===== src/hw/lgc_params.svh =====
// register offsets, field positions, reset values and timing counts of the bank
`ifndef LGC_PARAMS_SVH
`define LGC_PARAMS_SVH

// ----------------------------------------------------------------
// address map
// ----------------------------------------------------------------
`define LGC_CH_STRIDE 8'h10
`define LGC_OFF_IRQ_EN 4'h4
`define LGC_OFF_IRQ_STAT 4'h6
`define LGC_OFF_SEG5 4'hc
`define LGC_OFF_SEG6 4'hd
`define LGC_OFF_SEG7 4'he
`define LGC_OFF_SEG8 4'hf
`define LGC_ADDR_LINE_CFG 8'he0
`define LGC_ADDR_LOS_ACT 8'he1

// ----------------------------------------------------------------
// fields
// ----------------------------------------------------------------
`define LGC_SEG_MASK 8'h7f
`define LGC_SEG_SIGN 6
`define LGC_RAIL_FMT 7
`define LGC_AUTO_AOS 6
`define LGC_RX_EDGE 5
`define LGC_TX_EDGE 4
`define LGC_POL 3
`define LGC_GIE 1
`define LGC_SRST 0
`define LGC_MUTE 2
`define LGC_LOS_IRQ_BIT 1
`define LGC_LINE_CFG_RST 8'h00
`define LGC_LOS_ACT_RST 1'b0
`define LGC_SEG_RST 7'h00

// ----------------------------------------------------------------
// timing
// ----------------------------------------------------------------
`define LGC_CLK_PERIOD_NS 8
`define LGC_SRST_MIN_NS 10000
`define LGC_SRST_CYC ((`LGC_SRST_MIN_NS + `LGC_CLK_PERIOD_NS - 1) / `LGC_CLK_PERIOD_NS)

`endif


===== src/hw/lgc_pkg.sv =====
// types shared by the configuration bank
package lgc_pkg;

  typedef logic [7:0] lgc_byte_t;

  // soft reset sequencer, one-hot
  typedef enum logic [2:0] {
    LGC_RUN = 3'b001,
    LGC_ARM = 3'b010,
    LGC_HOLD = 3'b100
  } lgc_srst_e;

endpackage : lgc_pkg


===== src/hw/lgc_sync.sv =====
// two flip-flop synchroniser for a vector of pin inputs
module lgc_sync #(
  parameter int W = 1
) (
  // clock and reset
  input wire logic clk,
  input wire logic rst_n,
  // data
  input wire logic [W-1:0] d,
  output logic [W-1:0] q
);
  import lgc_pkg::*;

  logic [W-1:0] meta_reg;

  // first stage read only by second stage
  always_ff @(posedge clk or negedge rst_n) begin
    if (!rst_n) begin
      meta_reg <= '0;
      q <= '0;
    end else begin
      meta_reg <= d;
      q <= meta_reg;
    end
  end

endmodule : lgc_sync


===== src/hw/lgc_rail_cap.sv =====
// captures a pair of rails on the chosen edge of a sampled line clock
module lgc_rail_cap #(
  parameter int W = 1
) (
  // clock and reset
  input wire logic clk,
  input wire logic rst_n,
  // internal clear
  input wire logic clr,
  // line clock and edge choice
  input wire logic [W-1:0] lclk,
  input wire logic use_fall,
  // rails
  input wire logic [W-1:0] d_pos,
  input wire logic [W-1:0] d_neg,
  output logic [W-1:0] q_pos,
  output logic [W-1:0] q_neg
);
  import lgc_pkg::*;

  logic [W-1:0] lclk_dly_reg;
  wire [W-1:0] rise = lclk & ~lclk_dly_reg;
  wire [W-1:0] fall = ~lclk & lclk_dly_reg;
  wire [W-1:0] hit = use_fall ? fall : rise;

  // per-lane capture on the selected edge
  always_ff @(posedge clk or negedge rst_n) begin
    if (!rst_n) begin
      lclk_dly_reg <= '0;
      q_pos <= '0;
      q_neg <= '0;
    end else if (clr) begin
      lclk_dly_reg <= lclk; // no false edge once the clear lifts
      q_pos <= '0;
      q_neg <= '0;
    end else begin
      lclk_dly_reg <= lclk;
      q_pos <= (hit & d_pos) | (~hit & q_pos);
      q_neg <= (hit & d_neg) | (~hit & q_neg);
    end
  end

endmodule : lgc_rail_cap


===== src/hw/lgc_bank.sv =====
// global line configuration and arbitrary pulse segment register bank
//
// Implementation choice: the address-and-strobe port.
`include "lgc_params.svh"

module lgc_bank #(
  parameter int NUM_CH = 14
) (
  // clock and reset
  input wire logic clk,
  input wire logic rst_n,
  // register port
  input wire lgc_pkg::lgc_byte_t addr,
  input wire lgc_pkg::lgc_byte_t wdata,
  input wire logic wr,
  input wire logic rd,
  output lgc_pkg::lgc_byte_t rdata,
  // line status pins
  input wire logic [NUM_CH-1:0] rx_loss_of_signal,
  // receive rails
  input wire logic [NUM_CH-1:0] rx_clock,
  input wire logic [NUM_CH-1:0] rx_pos_in,
  input wire logic [NUM_CH-1:0] rx_neg_in,
  output logic [NUM_CH-1:0] rx_pos_rail,
  output logic [NUM_CH-1:0] rx_neg_rail,
  // transmit rails
  input wire logic [NUM_CH-1:0] tx_line_clock,
  input wire logic [NUM_CH-1:0] tx_pos_rail,
  input wire logic [NUM_CH-1:0] tx_neg_rail,
  output logic [NUM_CH-1:0] tx_pos_data,
  output logic [NUM_CH-1:0] tx_neg_data,
  output logic [NUM_CH-1:0] tx_all_ones,
  // pulse shaper and global controls
  output logic [4*NUM_CH-1:0] seg_positive,
  output logic rail_format_select,
  output logic soft_reset_active,
  output logic irq
);
  import lgc_pkg::*;

  // ----------------------------------------------------------------
  // parameter check
  // ----------------------------------------------------------------
  if (NUM_CH < 1 || NUM_CH > 14) begin : g_bad_ch
    $error("channel count must be 1 to 14");
  end

  localparam int NSEG = 4 * NUM_CH;
  localparam logic [10:0] SRST_CYC = 11'(`LGC_SRST_CYC);

  // ----------------------------------------------------------------
  // decode helpers
  // ----------------------------------------------------------------
  function automatic logic is_chan(input lgc_byte_t a);
    is_chan = ({4'h0, a[7:4]} < 8'(NUM_CH));
  endfunction : is_chan

  function automatic logic [5:0] seg_index(input lgc_byte_t a);
    seg_index = {a[7:4], a[1:0]};
  endfunction : seg_index

  // ----------------------------------------------------------------
  // storage
  // ----------------------------------------------------------------
  logic [6:0] seg_reg [NSEG];
  logic [NUM_CH-1:0] irq_en_reg;
  logic [NUM_CH-1:0] irq_stat_reg;
  lgc_byte_t line_cfg_reg;
  logic mute_reg;
  lgc_byte_t rdata_reg;
  logic [NUM_CH-1:0] los_dly_reg;
  logic [NUM_CH-1:0] rx_pos_reg, rx_neg_reg, tx_pos_reg, tx_neg_reg;
  logic [NUM_CH-1:0] tx_all_ones_reg;
  logic [NSEG-1:0] seg_pos_reg;
  logic irq_reg;
  lgc_srst_e srst_st_reg, srst_st_next;
  logic [10:0] srst_cnt_reg;
  logic int_rst_reg;

  // ----------------------------------------------------------------
  // address decode
  // ----------------------------------------------------------------
  wire [3:0] ch = addr[7:4];
  wire chan_hit = is_chan(addr);
  wire seg_hit = chan_hit && (addr[3:2] == 2'b11);
  wire en_hit = chan_hit && (addr[3:0] == `LGC_OFF_IRQ_EN);
  wire stat_hit = chan_hit && (addr[3:0] == `LGC_OFF_IRQ_STAT);
  wire cfg_hit = (addr == `LGC_ADDR_LINE_CFG);
  wire los_hit = (addr == `LGC_ADDR_LOS_ACT);
  wire [5:0] sidx = seg_index(addr);

  // named configuration bits
  wire auto_all_ones_on_los = line_cfg_reg[`LGC_AUTO_AOS];
  wire rx_clock_edge_select = line_cfg_reg[`LGC_RX_EDGE];
  wire tx_clock_edge_select = line_cfg_reg[`LGC_TX_EDGE];
  wire data_polarity_select = line_cfg_reg[`LGC_POL];
  wire global_irq_enable = line_cfg_reg[`LGC_GIE];
  wire soft_reset_bit = line_cfg_reg[`LGC_SRST];
  wire rx_mute_on_los = mute_reg;

  // ----------------------------------------------------------------
  // pin synchronisers
  // ----------------------------------------------------------------
  logic [7*NUM_CH-1:0] pins_s;

  lgc_sync #(.W(7 * NUM_CH)) u_sync (
    .clk(clk),
    .rst_n(rst_n),
    .d({rx_loss_of_signal, rx_clock, rx_pos_in, rx_neg_in,
        tx_line_clock, tx_pos_rail, tx_neg_rail}),
    .q(pins_s)
  );

  wire [NUM_CH-1:0] los_s = pins_s[6*NUM_CH +: NUM_CH];
  wire [NUM_CH-1:0] rclk_s = pins_s[5*NUM_CH +: NUM_CH];
  wire [NUM_CH-1:0] rx_pos_rail_s = pins_s[4*NUM_CH +: NUM_CH];
  wire [NUM_CH-1:0] rx_neg_rail_s = pins_s[3*NUM_CH +: NUM_CH];
  wire [NUM_CH-1:0] tx_line_clock_s = pins_s[2*NUM_CH +: NUM_CH];
  wire [NUM_CH-1:0] tx_pos_rail_s = pins_s[NUM_CH +: NUM_CH];
  wire [NUM_CH-1:0] tx_neg_rail_s = pins_s[0 +: NUM_CH];

  // ----------------------------------------------------------------
  // rail capture
  // ----------------------------------------------------------------
  logic [NUM_CH-1:0] rx_cap_pos, rx_cap_neg, tx_cap_pos, tx_cap_neg;

  lgc_rail_cap #(.W(NUM_CH)) u_rx_cap (
    .clk(clk),
    .rst_n(rst_n),
    .clr(int_rst_reg),
    .lclk(rclk_s),
    .use_fall(rx_clock_edge_select),
    .d_pos(rx_pos_rail_s),
    .d_neg(rx_neg_rail_s),
    .q_pos(rx_cap_pos),
    .q_neg(rx_cap_neg)
  );

  lgc_rail_cap #(.W(NUM_CH)) u_tx_cap (
    .clk(clk),
    .rst_n(rst_n),
    .clr(int_rst_reg),
    .lclk(tx_line_clock_s),
    .use_fall(~tx_clock_edge_select),
    .d_pos(tx_pos_rail_s),
    .d_neg(tx_neg_rail_s),
    .q_pos(tx_cap_pos),
    .q_neg(tx_cap_neg)
  );

  // polarity, mute and rail format applied to the rails
  wire [NUM_CH-1:0] pol_mask = {NUM_CH{data_polarity_select}};
  wire [NUM_CH-1:0] mute_mask = {NUM_CH{rx_mute_on_los}} & los_s;
  wire [NUM_CH-1:0] dual_mask = {NUM_CH{~rail_format_select}};
  wire [NUM_CH-1:0] rx_pos_next = (rx_cap_pos ^ pol_mask) & ~mute_mask;
  wire [NUM_CH-1:0] rx_neg_next = (rx_cap_neg ^ pol_mask) & ~mute_mask & dual_mask;
  wire [NUM_CH-1:0] tx_pos_next = tx_cap_pos ^ pol_mask;
  wire [NUM_CH-1:0] tx_neg_next = (tx_cap_neg ^ pol_mask) & dual_mask;
  wire [NUM_CH-1:0] tx_all_ones_next = {NUM_CH{auto_all_ones_on_los}} & los_s;

  // ----------------------------------------------------------------
  // line side flops, cleared while soft reset is active
  // ----------------------------------------------------------------
  always_ff @(posedge clk or negedge rst_n) begin
    if (!rst_n) begin
      rx_pos_reg <= '0;
      rx_neg_reg <= '0;
      tx_pos_reg <= '0;
      tx_neg_reg <= '0;
      tx_all_ones_reg <= '0;
    end else if (int_rst_reg) begin
      rx_pos_reg <= '0;
      rx_neg_reg <= '0;
      tx_pos_reg <= '0;
      tx_neg_reg <= '0;
      tx_all_ones_reg <= '0;
    end else begin
      rx_pos_reg <= rx_pos_next;
      rx_neg_reg <= rx_neg_next;
      tx_pos_reg <= tx_pos_next;
      tx_neg_reg <= tx_neg_next;
      tx_all_ones_reg <= tx_all_ones_next;
    end
  end

  // ----------------------------------------------------------------
  // pulse segment registers
  // ----------------------------------------------------------------
  always_ff @(posedge clk or negedge rst_n) begin
    if (!rst_n) begin
      for (int i = 0; i < NSEG; i++) begin
        seg_reg[i] <= `LGC_SEG_RST;
      end
    end else if (wr && seg_hit) begin
      seg_reg[sidx] <= wdata[6:0];
    end
  end

  // sign bit of each segment drives the shaper direction
  always_ff @(posedge clk or negedge rst_n) begin
    if (!rst_n) begin
      seg_pos_reg <= '0;
    end else begin
      for (int i = 0; i < NSEG; i++) begin
        seg_pos_reg[i] <= seg_reg[i][`LGC_SEG_SIGN];
      end
    end
  end

  // ----------------------------------------------------------------
  // global registers, untouched by soft reset
  // ----------------------------------------------------------------
  always_ff @(posedge clk or negedge rst_n) begin
    if (!rst_n) begin
      line_cfg_reg <= `LGC_LINE_CFG_RST;
      mute_reg <= `LGC_LOS_ACT_RST;
    end else if (wr && cfg_hit) begin
      line_cfg_reg <= wdata & 8'hfb;
    end else if (wr && los_hit) begin
      mute_reg <= wdata[`LGC_MUTE];
    end
  end

  // ----------------------------------------------------------------
  // channel interrupt enable and clear-on-read status
  // ----------------------------------------------------------------
  wire [NUM_CH-1:0] los_change = los_s ^ los_dly_reg;
  wire [NUM_CH-1:0] ch_sel = NUM_CH'(1) << ch;
  wire [NUM_CH-1:0] rd_clr = (rd && stat_hit) ? ch_sel : '0;
  wire [NUM_CH-1:0] stat_next = (irq_stat_reg & ~rd_clr) | los_change;
  wire irq_next = global_irq_enable && |(irq_stat_reg & irq_en_reg);

  always_ff @(posedge clk or negedge rst_n) begin
    if (!rst_n) begin
      irq_en_reg <= '0;
      irq_stat_reg <= '0;
      los_dly_reg <= '0;
      irq_reg <= 1'b0;
    end else begin
      if (wr && en_hit) begin
        irq_en_reg[ch] <= wdata[`LGC_LOS_IRQ_BIT];
      end
      irq_stat_reg <= stat_next;
      los_dly_reg <= los_s;
      irq_reg <= irq_next;
    end
  end

  // ----------------------------------------------------------------
  // soft reset sequencer
  // ----------------------------------------------------------------
  wire srst_done = (srst_cnt_reg == SRST_CYC - 11'd1);

  always_comb begin
    srst_st_next = srst_st_reg;
    case (srst_st_reg)
      LGC_RUN: begin
        if (soft_reset_bit) srst_st_next = LGC_ARM;
      end
      LGC_ARM: begin
        if (!soft_reset_bit) srst_st_next = LGC_RUN;
        else if (srst_done) srst_st_next = LGC_HOLD;
      end
      LGC_HOLD: begin
        if (!soft_reset_bit) srst_st_next = LGC_RUN;
      end
      default: srst_st_next = LGC_RUN;
    endcase
  end

  always_ff @(posedge clk or negedge rst_n) begin
    if (!rst_n) begin
      srst_st_reg <= LGC_RUN;
      srst_cnt_reg <= '0;
      int_rst_reg <= 1'b0;
    end else begin
      srst_st_reg <= srst_st_next;
      srst_cnt_reg <= (srst_st_reg == LGC_ARM) ? srst_cnt_reg + 11'd1 : 11'd0;
      int_rst_reg <= (srst_st_next == LGC_HOLD);
    end
  end

  // ----------------------------------------------------------------
  // read path
  // ----------------------------------------------------------------
  wire [7:0] rd_mux =
    seg_hit ? {1'b0, seg_reg[sidx]} :
    en_hit ? 8'({irq_en_reg[ch], 1'b0}) :
    stat_hit ? 8'({irq_stat_reg[ch], 1'b0}) :
    cfg_hit ? line_cfg_reg :
    los_hit ? {5'h00, mute_reg, 2'h0} :
    8'h00;

  always_ff @(posedge clk or negedge rst_n) begin
    if (!rst_n) begin
      rdata_reg <= 8'h00;
    end else begin
      rdata_reg <= rd ? rd_mux : 8'h00;
    end
  end

  // outputs
  assign rdata = rdata_reg;
  assign rx_pos_rail = rx_pos_reg;
  assign rx_neg_rail = rx_neg_reg;
  assign tx_pos_data = tx_pos_reg;
  assign tx_neg_data = tx_neg_reg;
  assign tx_all_ones = tx_all_ones_reg;
  assign seg_positive = seg_pos_reg;
  assign rail_format_select = line_cfg_reg[`LGC_RAIL_FMT];
  assign soft_reset_active = int_rst_reg;
  assign irq = irq_reg;
endmodule : lgc_bank


===== config.mk =====
export PLATFORM = sky130hd
export DESIGN_NAME = lgc_bank
export DESIGN_NICKNAME = d
export VERILOG_FILES = /design/src/hw/lgc_pkg.sv /design/src/hw/lgc_sync.sv /design/src/hw/lgc_rail_cap.sv /design/src/hw/lgc_bank.sv
export VERILOG_INCLUDE_DIRS = /design/src /design/src/hw
export SDC_FILE = /design/constraint.sdc
export NUM_CORES = 1
export LEC_CHECK = 0
export BUFFER_PORTS_ARGS = -buffer_cell sky130_fd_sc_hd__clkbuf_2
export CAP_MARGIN = 20
export CORE_MARGIN = 8
export CORE_UTILIZATION = 50
export DETAILED_ROUTE_END_ITERATION = 6
export GPL_ROUTABILITY_DRIVEN = 0
export PLACE_DENSITY = 0.68
export SLEW_MARGIN = 20
export SYNTH_ARGS = -nofsm -noshare
export SYNTH_HDL_FRONTEND = slang
export SYNTH_HIERARCHICAL = 1
export SYNTH_SLANG_ARGS = --single-unit

===== constraint.sdc =====
create_clock -name clk -period 5.06 [get_ports clk]
set_input_delay 0.759 -clock clk [delete_from_list [all_inputs] [get_ports clk]]
set_output_delay 0.759 -clock clk [all_outputs]
set_load 0.005 [all_outputs]

* Word-level counts from Yosys, hierarchy flattened
Cells that the tools add are included.
** Word-level totals
- Bits in registers :: 872
- Output and inout bits :: 137
** Operators by class
- Multiplexer cells :: 37
- Eq/ne operators :: 10
- Reductions and logical operators :: 13
- Bitwise logic cells :: 41
- $lt $le $gt $ge :: 5
- Add/subtract/negate cells :: 1
- Shift operators :: 1
** Operator list (number)
- bitwise mux 392 bit :: 1
- bitwise AND 14 bit :: 20
- 2-to-1 mux 14 bit :: 12
- inverter 14 bit :: 8
- bitwise OR 14 bit :: 5
- XOR 14 bit :: 5
- binary-select mux 7 bit (select 6 bit) :: 1
- demux 7 bit (select 6 bit) :: 1
- 2-to-1 mux 8 bit :: 5
- 2-to-1 mux 7 bit :: 3
- equality test 8 bit (second input constant) :: 2
- 2-to-1 mux 3 bit :: 5
- bitwise mux 14 bit :: 1
- OR reduction 14 bit :: 1
- << shifter 1 x 4 -> 14 bit (first input constant) :: 1
- adder 11 x 1 -> 11 bit (second input constant) :: 1
- equality test 11 bit (second input constant) :: 1
- logical AND 1 bit :: 11
- 2-to-1 mux 11 bit :: 1
- one-hot mux 3 bit (3 select lines) :: 1
- binary-select mux 1 bit (select 4 bit) :: 2
- equality test 4 x 3 -> 1 bit (second input constant) :: 2
- >= comparator 7 bit (second input constant) :: 1
- < comparator 7 x 1 -> 1 bit (second input constant) :: 1
- other kinds (12) :: 16

* Longest topological paths before layout
Gate-level depths: netlist of run 1.
- Depth in word-level cells :: 7
- Gate-level depth with buffers :: 9
- Gate-level depth less buffers :: 7

* By module
Netlist of run 1, hierarchy kept.
** By module, submodules not included
- lgc_bank :: cells each 1688, instances 1, area an instance 25395.6 µm², sequential area each 14815.5 µm²
- lgc_sync :: cells each 196, instances 1, area an instance 4904.7 µm², sequential area each 4904.7 µm²
- lgc_rail_cap :: cells each 237, instances 2, area an instance 2382.3 µm², sequential area each 1051.0 µm²

* Least setup slack after synthesis of run 1
OpenSTA, ideal clock, no wires.
- Kind :: input-to-reg
- From :: input port addr[0]
- To :: register rdata_reg[4] (netlist: rdata[4])
- Setup time :: 0.121 ns
- Stages on the path :: 8
- Slack :: 2.419 ns
- Required time :: 4.939 ns
- Path buffers :: 4
- Arrival :: 2.520 ns
- Cells stage by stage :: buf_6 buf_12 buf_4 buf_2 mux4_2 a32oi_1 o2111ai_1 o22a_1
** Between the ends
- Cells in the longest elaborated chain, start to end :: 6
- Elaborated cells between the ends (all ways) :: 14
** RTL lines
- start: declaration :: line lgc_bank.sv:13 : input wire lgc_pkg::lgc_byte_t addr,
- inverter 6 -> 7 bit (implied by the code) (tied with other cells) :: line lgc_bank.sv:287 : seg_hit ? {1'b0, seg_reg[sidx]} :
- binary-select mux 7 bit (select 6 bit) (tied with other cells) :: line lgc_bank.sv:287
- 2-to-1 mux 7 bit (implied by the code) or 2-to-1 mux 8 bit (tied branches) :: line lgc_bank.sv:287, lgc_bank.sv:289
- 2-to-1 mux 7 bit (implied by the code) or 2-to-1 mux 8 bit (tied branches) :: line lgc_bank.sv:287, lgc_bank.sv:288
- 2-to-1 mux 8 bit * :: line lgc_bank.sv:287
- 2-to-1 mux 8 bit * :: line lgc_bank.sv:298 : rdata_reg <= rd ? rd_mux : 8'h00;
- end signal: assignment :: line lgc_bank.sv:298
- end: declaration :: line lgc_bank.sv:70 : lgc_byte_t rdata_reg;
Every way passes the cells marked *; elsewhere a longest branch is shown, timed or not. The select of a mux whose other input is x is not followed.
A chain may end at the register's enable or synchronous reset.

* Final worst setup path of run 1
- From :: input port addr[4]
- To :: register seg_reg[249] (netlist name)
** Between the ends
- Cells in the longest elaborated chain, start to end :: 6
- Elaborated cells between the ends (all ways) :: 10
** RTL lines
- inverter 6 -> 7 bit (implied by the code) :: line lgc_bank.sv:195 : seg_reg[sidx] <= wdata[6:0];
- >= comparator 7 bit (implied by the code) or < comparator 7 x 1 -> 1 bit (tied branches) :: line lgc_bank.sv:195
- logical AND 1 bit (implied by the code) :: line lgc_bank.sv:195
- 2-to-1 mux 7 bit (implied by the code) :: line lgc_bank.sv:195
- demux 7 bit (select 6 bit) :: line lgc_bank.sv:195
- bitwise mux 392 bit :: line lgc_bank.sv:195
- end signal: indexed assignment :: line lgc_bank.sv:192 : seg_reg[i] <= `LGC_SEG_RST;
- end signal: indexed assignment :: line lgc_bank.sv:195
- end: declaration :: line lgc_bank.sv:65 : logic [6:0] seg_reg [NSEG];
Parallel ways exist; a longest one is shown, timed or not.

==> results of run 1 <==
==> worst max-delay path: stages <==
cell,delay [ns]
clkbuf_2,0.41
nor2b_1,0.85
buf_4,0.37
nand2_1,0.29
nor2_2,0.53
mux2_2,0.39
==> final cells by class <==
cell class	count	area [µm²]
sequential	872	21800
timing repair buffer	285	1640
multi-input combinational	1342	12600
clock inverter	38	548
tap	940	1180
inverter	7	26.3
clock buffer	127	2600
fill	5375	29400
==> power groups by stage <==
stage          sequential [mW]  clock, mW  combinational, mW
6_report                  7.68       6.89               1.23
2_1_floorplan             7.71          0              0.731
4_1_cts                   7.68       7.07               1.25
3_3_place_gp              7.78          0               1.20
5_1_grt                   7.73       7.36               1.35
3_5_place_dp              7.80          0               1.24
==> layer usage <==
metal	wire, µm	part of all wire	vias up	global-route usage
li1	-	-	9054	-
met1	36000	0.43	11000	0.288
met2	40700	0.49	656	0.347
met3	4850	0.058	139	0.0407
met4	2150	0.026	2	0.0701
met5	18	0.00022	-	0
==> synthesized netlist by cell type (all sizes together), types with 31 or more instances <==
cell | count | area, µm²
nor2 | 106 | 510
dfrtp | 871 | 21800
a21oi | 74 | 370
nor2b | 44 | 275
a32oi | 56 | 490
xnor2 | 74 | 648
mux4 | 109 | 2490
buf | 46 | 305
nor3b | 31 | 233
and3b | 56 | 490
mux2 | 415 | 4670
o21ai | 75 | 375
nand2 | 47 | 176
clkbuf | 91 | 342
==> how the worst max path moves through the flow <==
stage                       start                  endpoint  slack (ns)  cells after the start
final                     addr[4]  seg_reg[249]$_DFFE_PN0P_        1.96                      6
after global routing      addr[4]  seg_reg[245]$_DFFE_PN0P_        1.92                      6
after CTS                 addr[4]  seg_reg[247]$_DFFE_PN0P_        2.06                      6
after detailed placement  addr[4]  seg_reg[247]$_DFFE_PN0P_        1.37                      6
after global placement    addr[0]        rdata[2]$_DFF_PN0_        1.40                      7
after floorplan           addr[0]        rdata[4]$_DFF_PN0_        2.42                      8
==> cell families (layout without fill, tap and decap cells) <==
family          count (synthesis)  count (layout)
flops                         872             872
mux                           535             535
simple gates                  440             440
compound gates                287             287
buf+inv                       144             457
xor+xnor                       78              78
fa+ha+maj                       2               2
==> results.tsv, run 1 <==
stage	metric	value	unit
timing	Hold Slack	0.157	ns
die	die height	281	µm
route	router iterations before antenna repair	6	
timing	fmax	322	MHz
final_layout	Finished Cell Area	0.0404	mm²
power	Tot Pwr	15.8	mW
power	Sw Ratio	0.235	
synthesis	synth unique cells	64	
worst_setup_path	critical path endpoint category	flip-flop	
power	Reg power frac	0.486	
worst_setup_path	startpoint type of the worst setup path	input port	
global_route	initial antenna violation count	2	
final_layout	Final Instance Count excl. Fillers	3611	
die	die width	281	µm
synthesis	Post-Synth Adder-Cell Area	0.000714	
synthesis	sequential area share after synthesis	0.622	
clock_tree	CTS root buf	clkbuf_16	
clock_tree	# Post-CTS Setup Buffers	0	
final_layout	most common cell after layout, fill and taps aside	dfrtp_1	
power	Peak supply drop	0.000388	V
route	Detail Route Antenna Nets	0	
flow_run	max_cap viols	0	
power	Comb pwr share	0.078	
placed_design	hpwl dp	54.7	mm
synthesis	syn nets	2478	
clock_tree	Max clock buf depth	3	
clock_tree	Clock Sinks	872	
synthesis	number of synthesized flops with an enable pin	0	
clock_tree	Clock transition at path regs	0.06	ns
timing	Setup TNS Final	0	ns
final_layout	Largest register FFs	392	
final_layout	area grow syn2layout	15.2	%
timing	crit share post-route	0.614	
final_layout	most frequent cells in the layout	868 x dfrtp_1, 415 x mux2_2, 248 x clkbuf_2	
timing	Max-slew headroom	0.254	
synthesis	largest family of logic cells by synthesized area	multiplexers	
power	Clock Power Share	0.436	
global_route	GRT Total Usage	0.213	
power	Internal	12.1	mW
timing	fin crit period	3.10	ns
timing	clk_skew	0.0183	ns
synthesis	FFs w/ async S/R, synth	1.00	
route	DRC viols	0	
power	Pleak	18.7	nW
route	wire per inst	23.2	µm
die	# rows	97	
synthesis	Synth Area in Compound Gates	0.0533	
route	Starting DRT DRC Count	1584	
worst_setup_path	Crit Path Max Fanout	13	
timing	RSZ-0062 raised after global routing	no	
global_route	first-pass GRT wire length	132	mm
timing	Fin. Hold Viols	0	
worst_setup_path	CP required	5.58	ns
die	Top Ports	255	
hold_path	worst min-delay path class	in2async	
synthesis	Post-Syn Instances	2358	
timing	Setup WS post-layout	1.96	ns
route	vias per cell	5.76	
worst_setup_path	r2r worst-path depth	5	
global_route	largest net degree at the start of global routing	130	
worst_setup_path	RR Startpoint	seg_reg[184]$_DFFE_PN0P_	
final_layout	ratio of cells with drive above 1 in the final layout	0.376	
global_route	grt total ovfl	0	
final_layout	Core Util, Final	0.579	
route	vias	20800	
final_layout	nets	2718	
synthesis	syn avg cell area	14.9	µm²
synthesis	mapped cell area	0.0351	mm²
synthesis	xor-xnor portion of the synthesized cell area	0.0195	
worst_setup_path	FF-to-FF setup slack	2.92	ns
placed_design	post-place setup slack	1.37	ns
clock_tree	H-tree depth	3	
timing	Worst Max-Slew Pin Slew	1.12	ns
placed_design	Placed Cells	3446	
die	core area	0.0698	mm²
placed_design	placed cell area	0.0372	mm²
power	P_sw	3.71	mW
synthesis	Synth Flop Type	dfrtp_1	
clock_tree	number of CTS-inserted buffers	90	
clock_tree	TritonCTS clock tree	done	
synthesis	Post-Synth Simple-Gate Area	0.0775	
synthesis	yosys warns	6	
run_status	outcome	finished, final reports clean	
worst_setup_path	WS Path Type	in2reg	
power	PD cells	391	mW/mm²
timing	Pins Over Slew Limit	0	
route	DRT Wirelength	83.7	mm
synthesis	post-synthesis mux area share	0.207	
worst_setup_path	WP data arrival	3.62	ns
placed_design	count of input and output buffers	254	
die	die area	0.0789	mm²
clock_tree	Worst-Skew Late Latency	0.64	ns
synthesis	post-synthesis register bit count	872	
global_route	vias in the first global route	22500	
worst_setup_path	worst r2r dst	rdata[2]$_DFF_PN0_	
clock_tree	Post-CTS Hold Fix Bufs	0	
final_layout	Ant. Diodes	0	
clock_tree	Post-CTS Resized	0	
timing	Final setup viols	0	
die	Starting Density	0.502	
(Power assumes the default switching activity.)
==> run 2: changes to the inputs <==
ABC_AREA = 1   (was default)
PLACE_DENSITY = 0.71   (was 0.68)
clock period = 2.83 ns   (was 5.06 ns; I/O delays follow)
==> results.tsv, run 2 <==
stage	metric	value	unit
die	Top Ports	255	
final_layout	Largest register FFs	392	
die	Starting Density	0.504	
timing	Pins Over Slew Limit	0	
global_route	vias in the first global route	26400	
power	Sw Ratio	0.249	
die	die width	276	µm
synthesis	top-area cell type share of the netlist area	0.644	
route	wire per inst	19.5	µm
timing	Setup TNS Final	0	ns
global_route	largest net degree at the start of global routing	125	
power	Comb pwr share	0.079	
worst_setup_path	WP data arrival	2.61	ns
power	Pleak	19.4	nW
clock_tree	H-tree depth	3	
power	PD cells	684	mW/mm²
timing	fin crit period	2.11	ns
route	Detail Route Antenna Nets	0	
placed_design	count of input and output buffers	254	
synthesis	number of synthesized flops with an enable pin	0	
power	Clock Power Share	0.428	
power	Reg power frac	0.494	
die	die height	276	µm
power	P_sw	6.84	mW
synthesis	FFs w/ async S/R, synth	1.00	
final_layout	most frequent cells in the layout	1,282 x nand2_1, 870 x dfrtp_1, 448 x o21ai_0	
final_layout	area grow syn2layout	18.8	%
synthesis	mapped cell area	0.0338	mm²
worst_setup_path	critical path endpoint category	flip-flop	
synthesis	synth unique cells	37	
worst_setup_path	Crit Path Max Fanout	14	
route	vias	26600	
timing	Final setup viols	0	
clock_tree	Worst-Skew Late Latency	0.68	ns
timing	fmax	475	MHz
power	Internal	20.7	mW
global_route	first-pass GRT wire length	152	mm
synthesis	post-synthesis register bit count	872	
timing	crit share post-route	0.744	
final_layout	ratio of cells with drive above 1 in the final layout	0.128	
synthesis	count leader, synth	nand2_1	
route	DRT Wirelength	95.3	mm
synthesis	syn avg cell area	9.35	µm²
synthesis	Synth area leader	dfrtp_1	
die	core area	0.0672	mm²
synthesis	Synth Flop Type	dfrtp_1	
clock_tree	number of CTS-inserted buffers	89	
clock_tree	Clock Sinks	872	
worst_setup_path	WS Path Type	in2reg	
global_route	grt total ovfl	0	
run_status	outcome	finished, final reports clean	
clock_tree	Max clock buf depth	3	
global_route	GRT Total Usage	0.248	
route	DRC viols	0	
timing	RSZ-0062 raised after global routing	no	
clock_tree	Post-CTS Resized	0	
route	Starting DRT DRC Count	2790	
hold_path	worst min-delay path class	in2reg	
synthesis	Post-Syn Instances	3621	
final_layout	# fillers	5525	
worst_setup_path	CP required	3.34	ns
placed_design	hpwl dp	60.2	mm
final_layout	most common cell after layout, fill and taps aside	nand2_1	
timing	clk_skew	0.0737	ns
synthesis	Post-synth top cells	1,282 x nand2_1, 871 x dfrtp_1, 448 x o21ai_0, 187 x nor2_1, 181 x inv_1	
die	# rows	95	
clock_tree	Clock transition at path regs	0.06	ns
route	router iterations before antenna repair	6	
synthesis	sequential area share after synthesis	0.645	
clock_tree	TritonCTS clock tree	done	
synthesis	yosys warns	6	
final_layout	nets	4066	
global_route	initial antenna violation count	5	
flow_run	max_cap viols	0	
synthesis	Synth area leaders	dfrtp_1 64%, nand2_1 14%, o21ai_0 6.6%	
worst_setup_path	startpoint type of the worst setup path	input port	
die	die area	0.0763	mm²
timing	Fin. Hold Viols	0	
timing	Worst Max-Slew Pin Slew	0.738	ns
synthesis	syn nets	3741	
power	Peak supply drop	0.000724	V
route	vias per cell	5.43	
clock_tree	CTS root buf	clkbuf_16	
timing	Max-slew headroom	0.508	
timing	Hold Slack	0.0627	ns
==> run 2: cell types whose count changed after synthesis, sizes merged, moves of 70 or more <==
cell	delta
nand3	+81
nor2	+86
o21ai	+378
nand2	+1255
mux2	-414
nand4	+70
mux4	-109
inv	+186
==> run 2: path summary, 6_finish.rpt <==
check	from	endpoint	slack, ns	cells past startpoint
worst max-delay path	addr[6]	seg_reg[130]$_DFFE_PN0P_	0.72	11
worst min-delay path	wdata[2]	mute_reg$_DFFE_PN0P_	0.06	3
worst max register to register	srst_st_reg[2]$_DFF_PN0_	soft_reset_active$_DFF_PN0_	0.93	6
worst min register to register	u_sync/meta_reg[13]$_DFF_PN0_	u_sync/q[13]$_DFF_PN0_	0.34	0
max in group asynchronous	rst_n	rdata[0]$_DFF_PN0_	1.44	3
min in group asynchronous	rst_n	seg_reg[232]$_DFFE_PN0P_	0.32	2
==> run 2: repair_timing <==
item / 4_1_cts / 5_1_grt
hold buffers: 100 / 0
hold endpoints to repair: 134 / 0
buffers inserted: 0 / 0
==> run 2: critical path, cell delays in order <==
cell	delay [ns]
clkbuf_2	0.11
nand2_1	0.27
nor2_1	0.09
inv_2	0.10
nand3_4	0.10
nor2_4	0.14
inv_2	0.11
nor3_4	0.50
nand2_1	0.46
nand2_1	0.18
o21ai_0	0.10
==> run 2: area by class of cell <==
type	instances	area, µm²	share of cell area
sequential	872	21800	0.543
multi-input combinational	2361	10500	0.261
timing repair buffer	428	3080	0.0765
clock buffer	123	2470	0.0615
tap	873	1090	0.0272
inverter	194	728	0.0181
clock inverter	40	504	0.0125
antenna	3	7.51	0.000187
==> run 2: power by group through the flow <==
| stage | clock network (mW) | logic, mW | registers [mW] |
|---|---|---|---|
| floorplan | 0 | 1.04 | 13.7 |
| global placement | 0 | 1.99 | 13.8 |
| detailed placement | 0 | 2.03 | 13.8 |
| CTS | 11.9 | 2.16 | 13.6 |
| global route | 12.5 | 2.41 | 13.6 |
| finish | 11.8 | 2.16 | 13.6 |
==> run 2: metrics by stage <==
step	power, mW	setup slack, ns	area (µm²)	util	cells
2_1_floorplan	14.7	0.971	33900	-	3621
3_3_place_gp	15.8	0.161	36200	0.540	4628
3_5_place_dp	15.8	0.165	36200	0.540	4628
4_1_cts	27.7	0.756	40200	0.599	4891
5_1_grt	28.6	0.643	40200	0.599	4891
6_report	27.5	0.724	40200	0.599	4894
==> run 2: routing by layer <==
metal  part of all wire  GRT usage  vias up
li1                   -          -    12300
met1               0.42      0.339    12900
met2               0.47      0.395     1117
met3              0.085     0.0592      215
met4              0.030     0.0748        4
met5            0.00025          0        -
==> run 2: kinds of logic (layout without fill, tap and decap cells) <==
family,Yosys count,count (layout),share of synthesized area
AOI/OAI and AO/OA,617,617,0.0955
and+or+nand+nor,1697,1697,0.202
xor gates and xnor gates,44,44,0.0114
muxes,1,1,0.000333
DFF,872,872,0.645
buffers and inverters,388,785,0.0454
other,0,3,0
adders and majority gates,2,2,0.000739
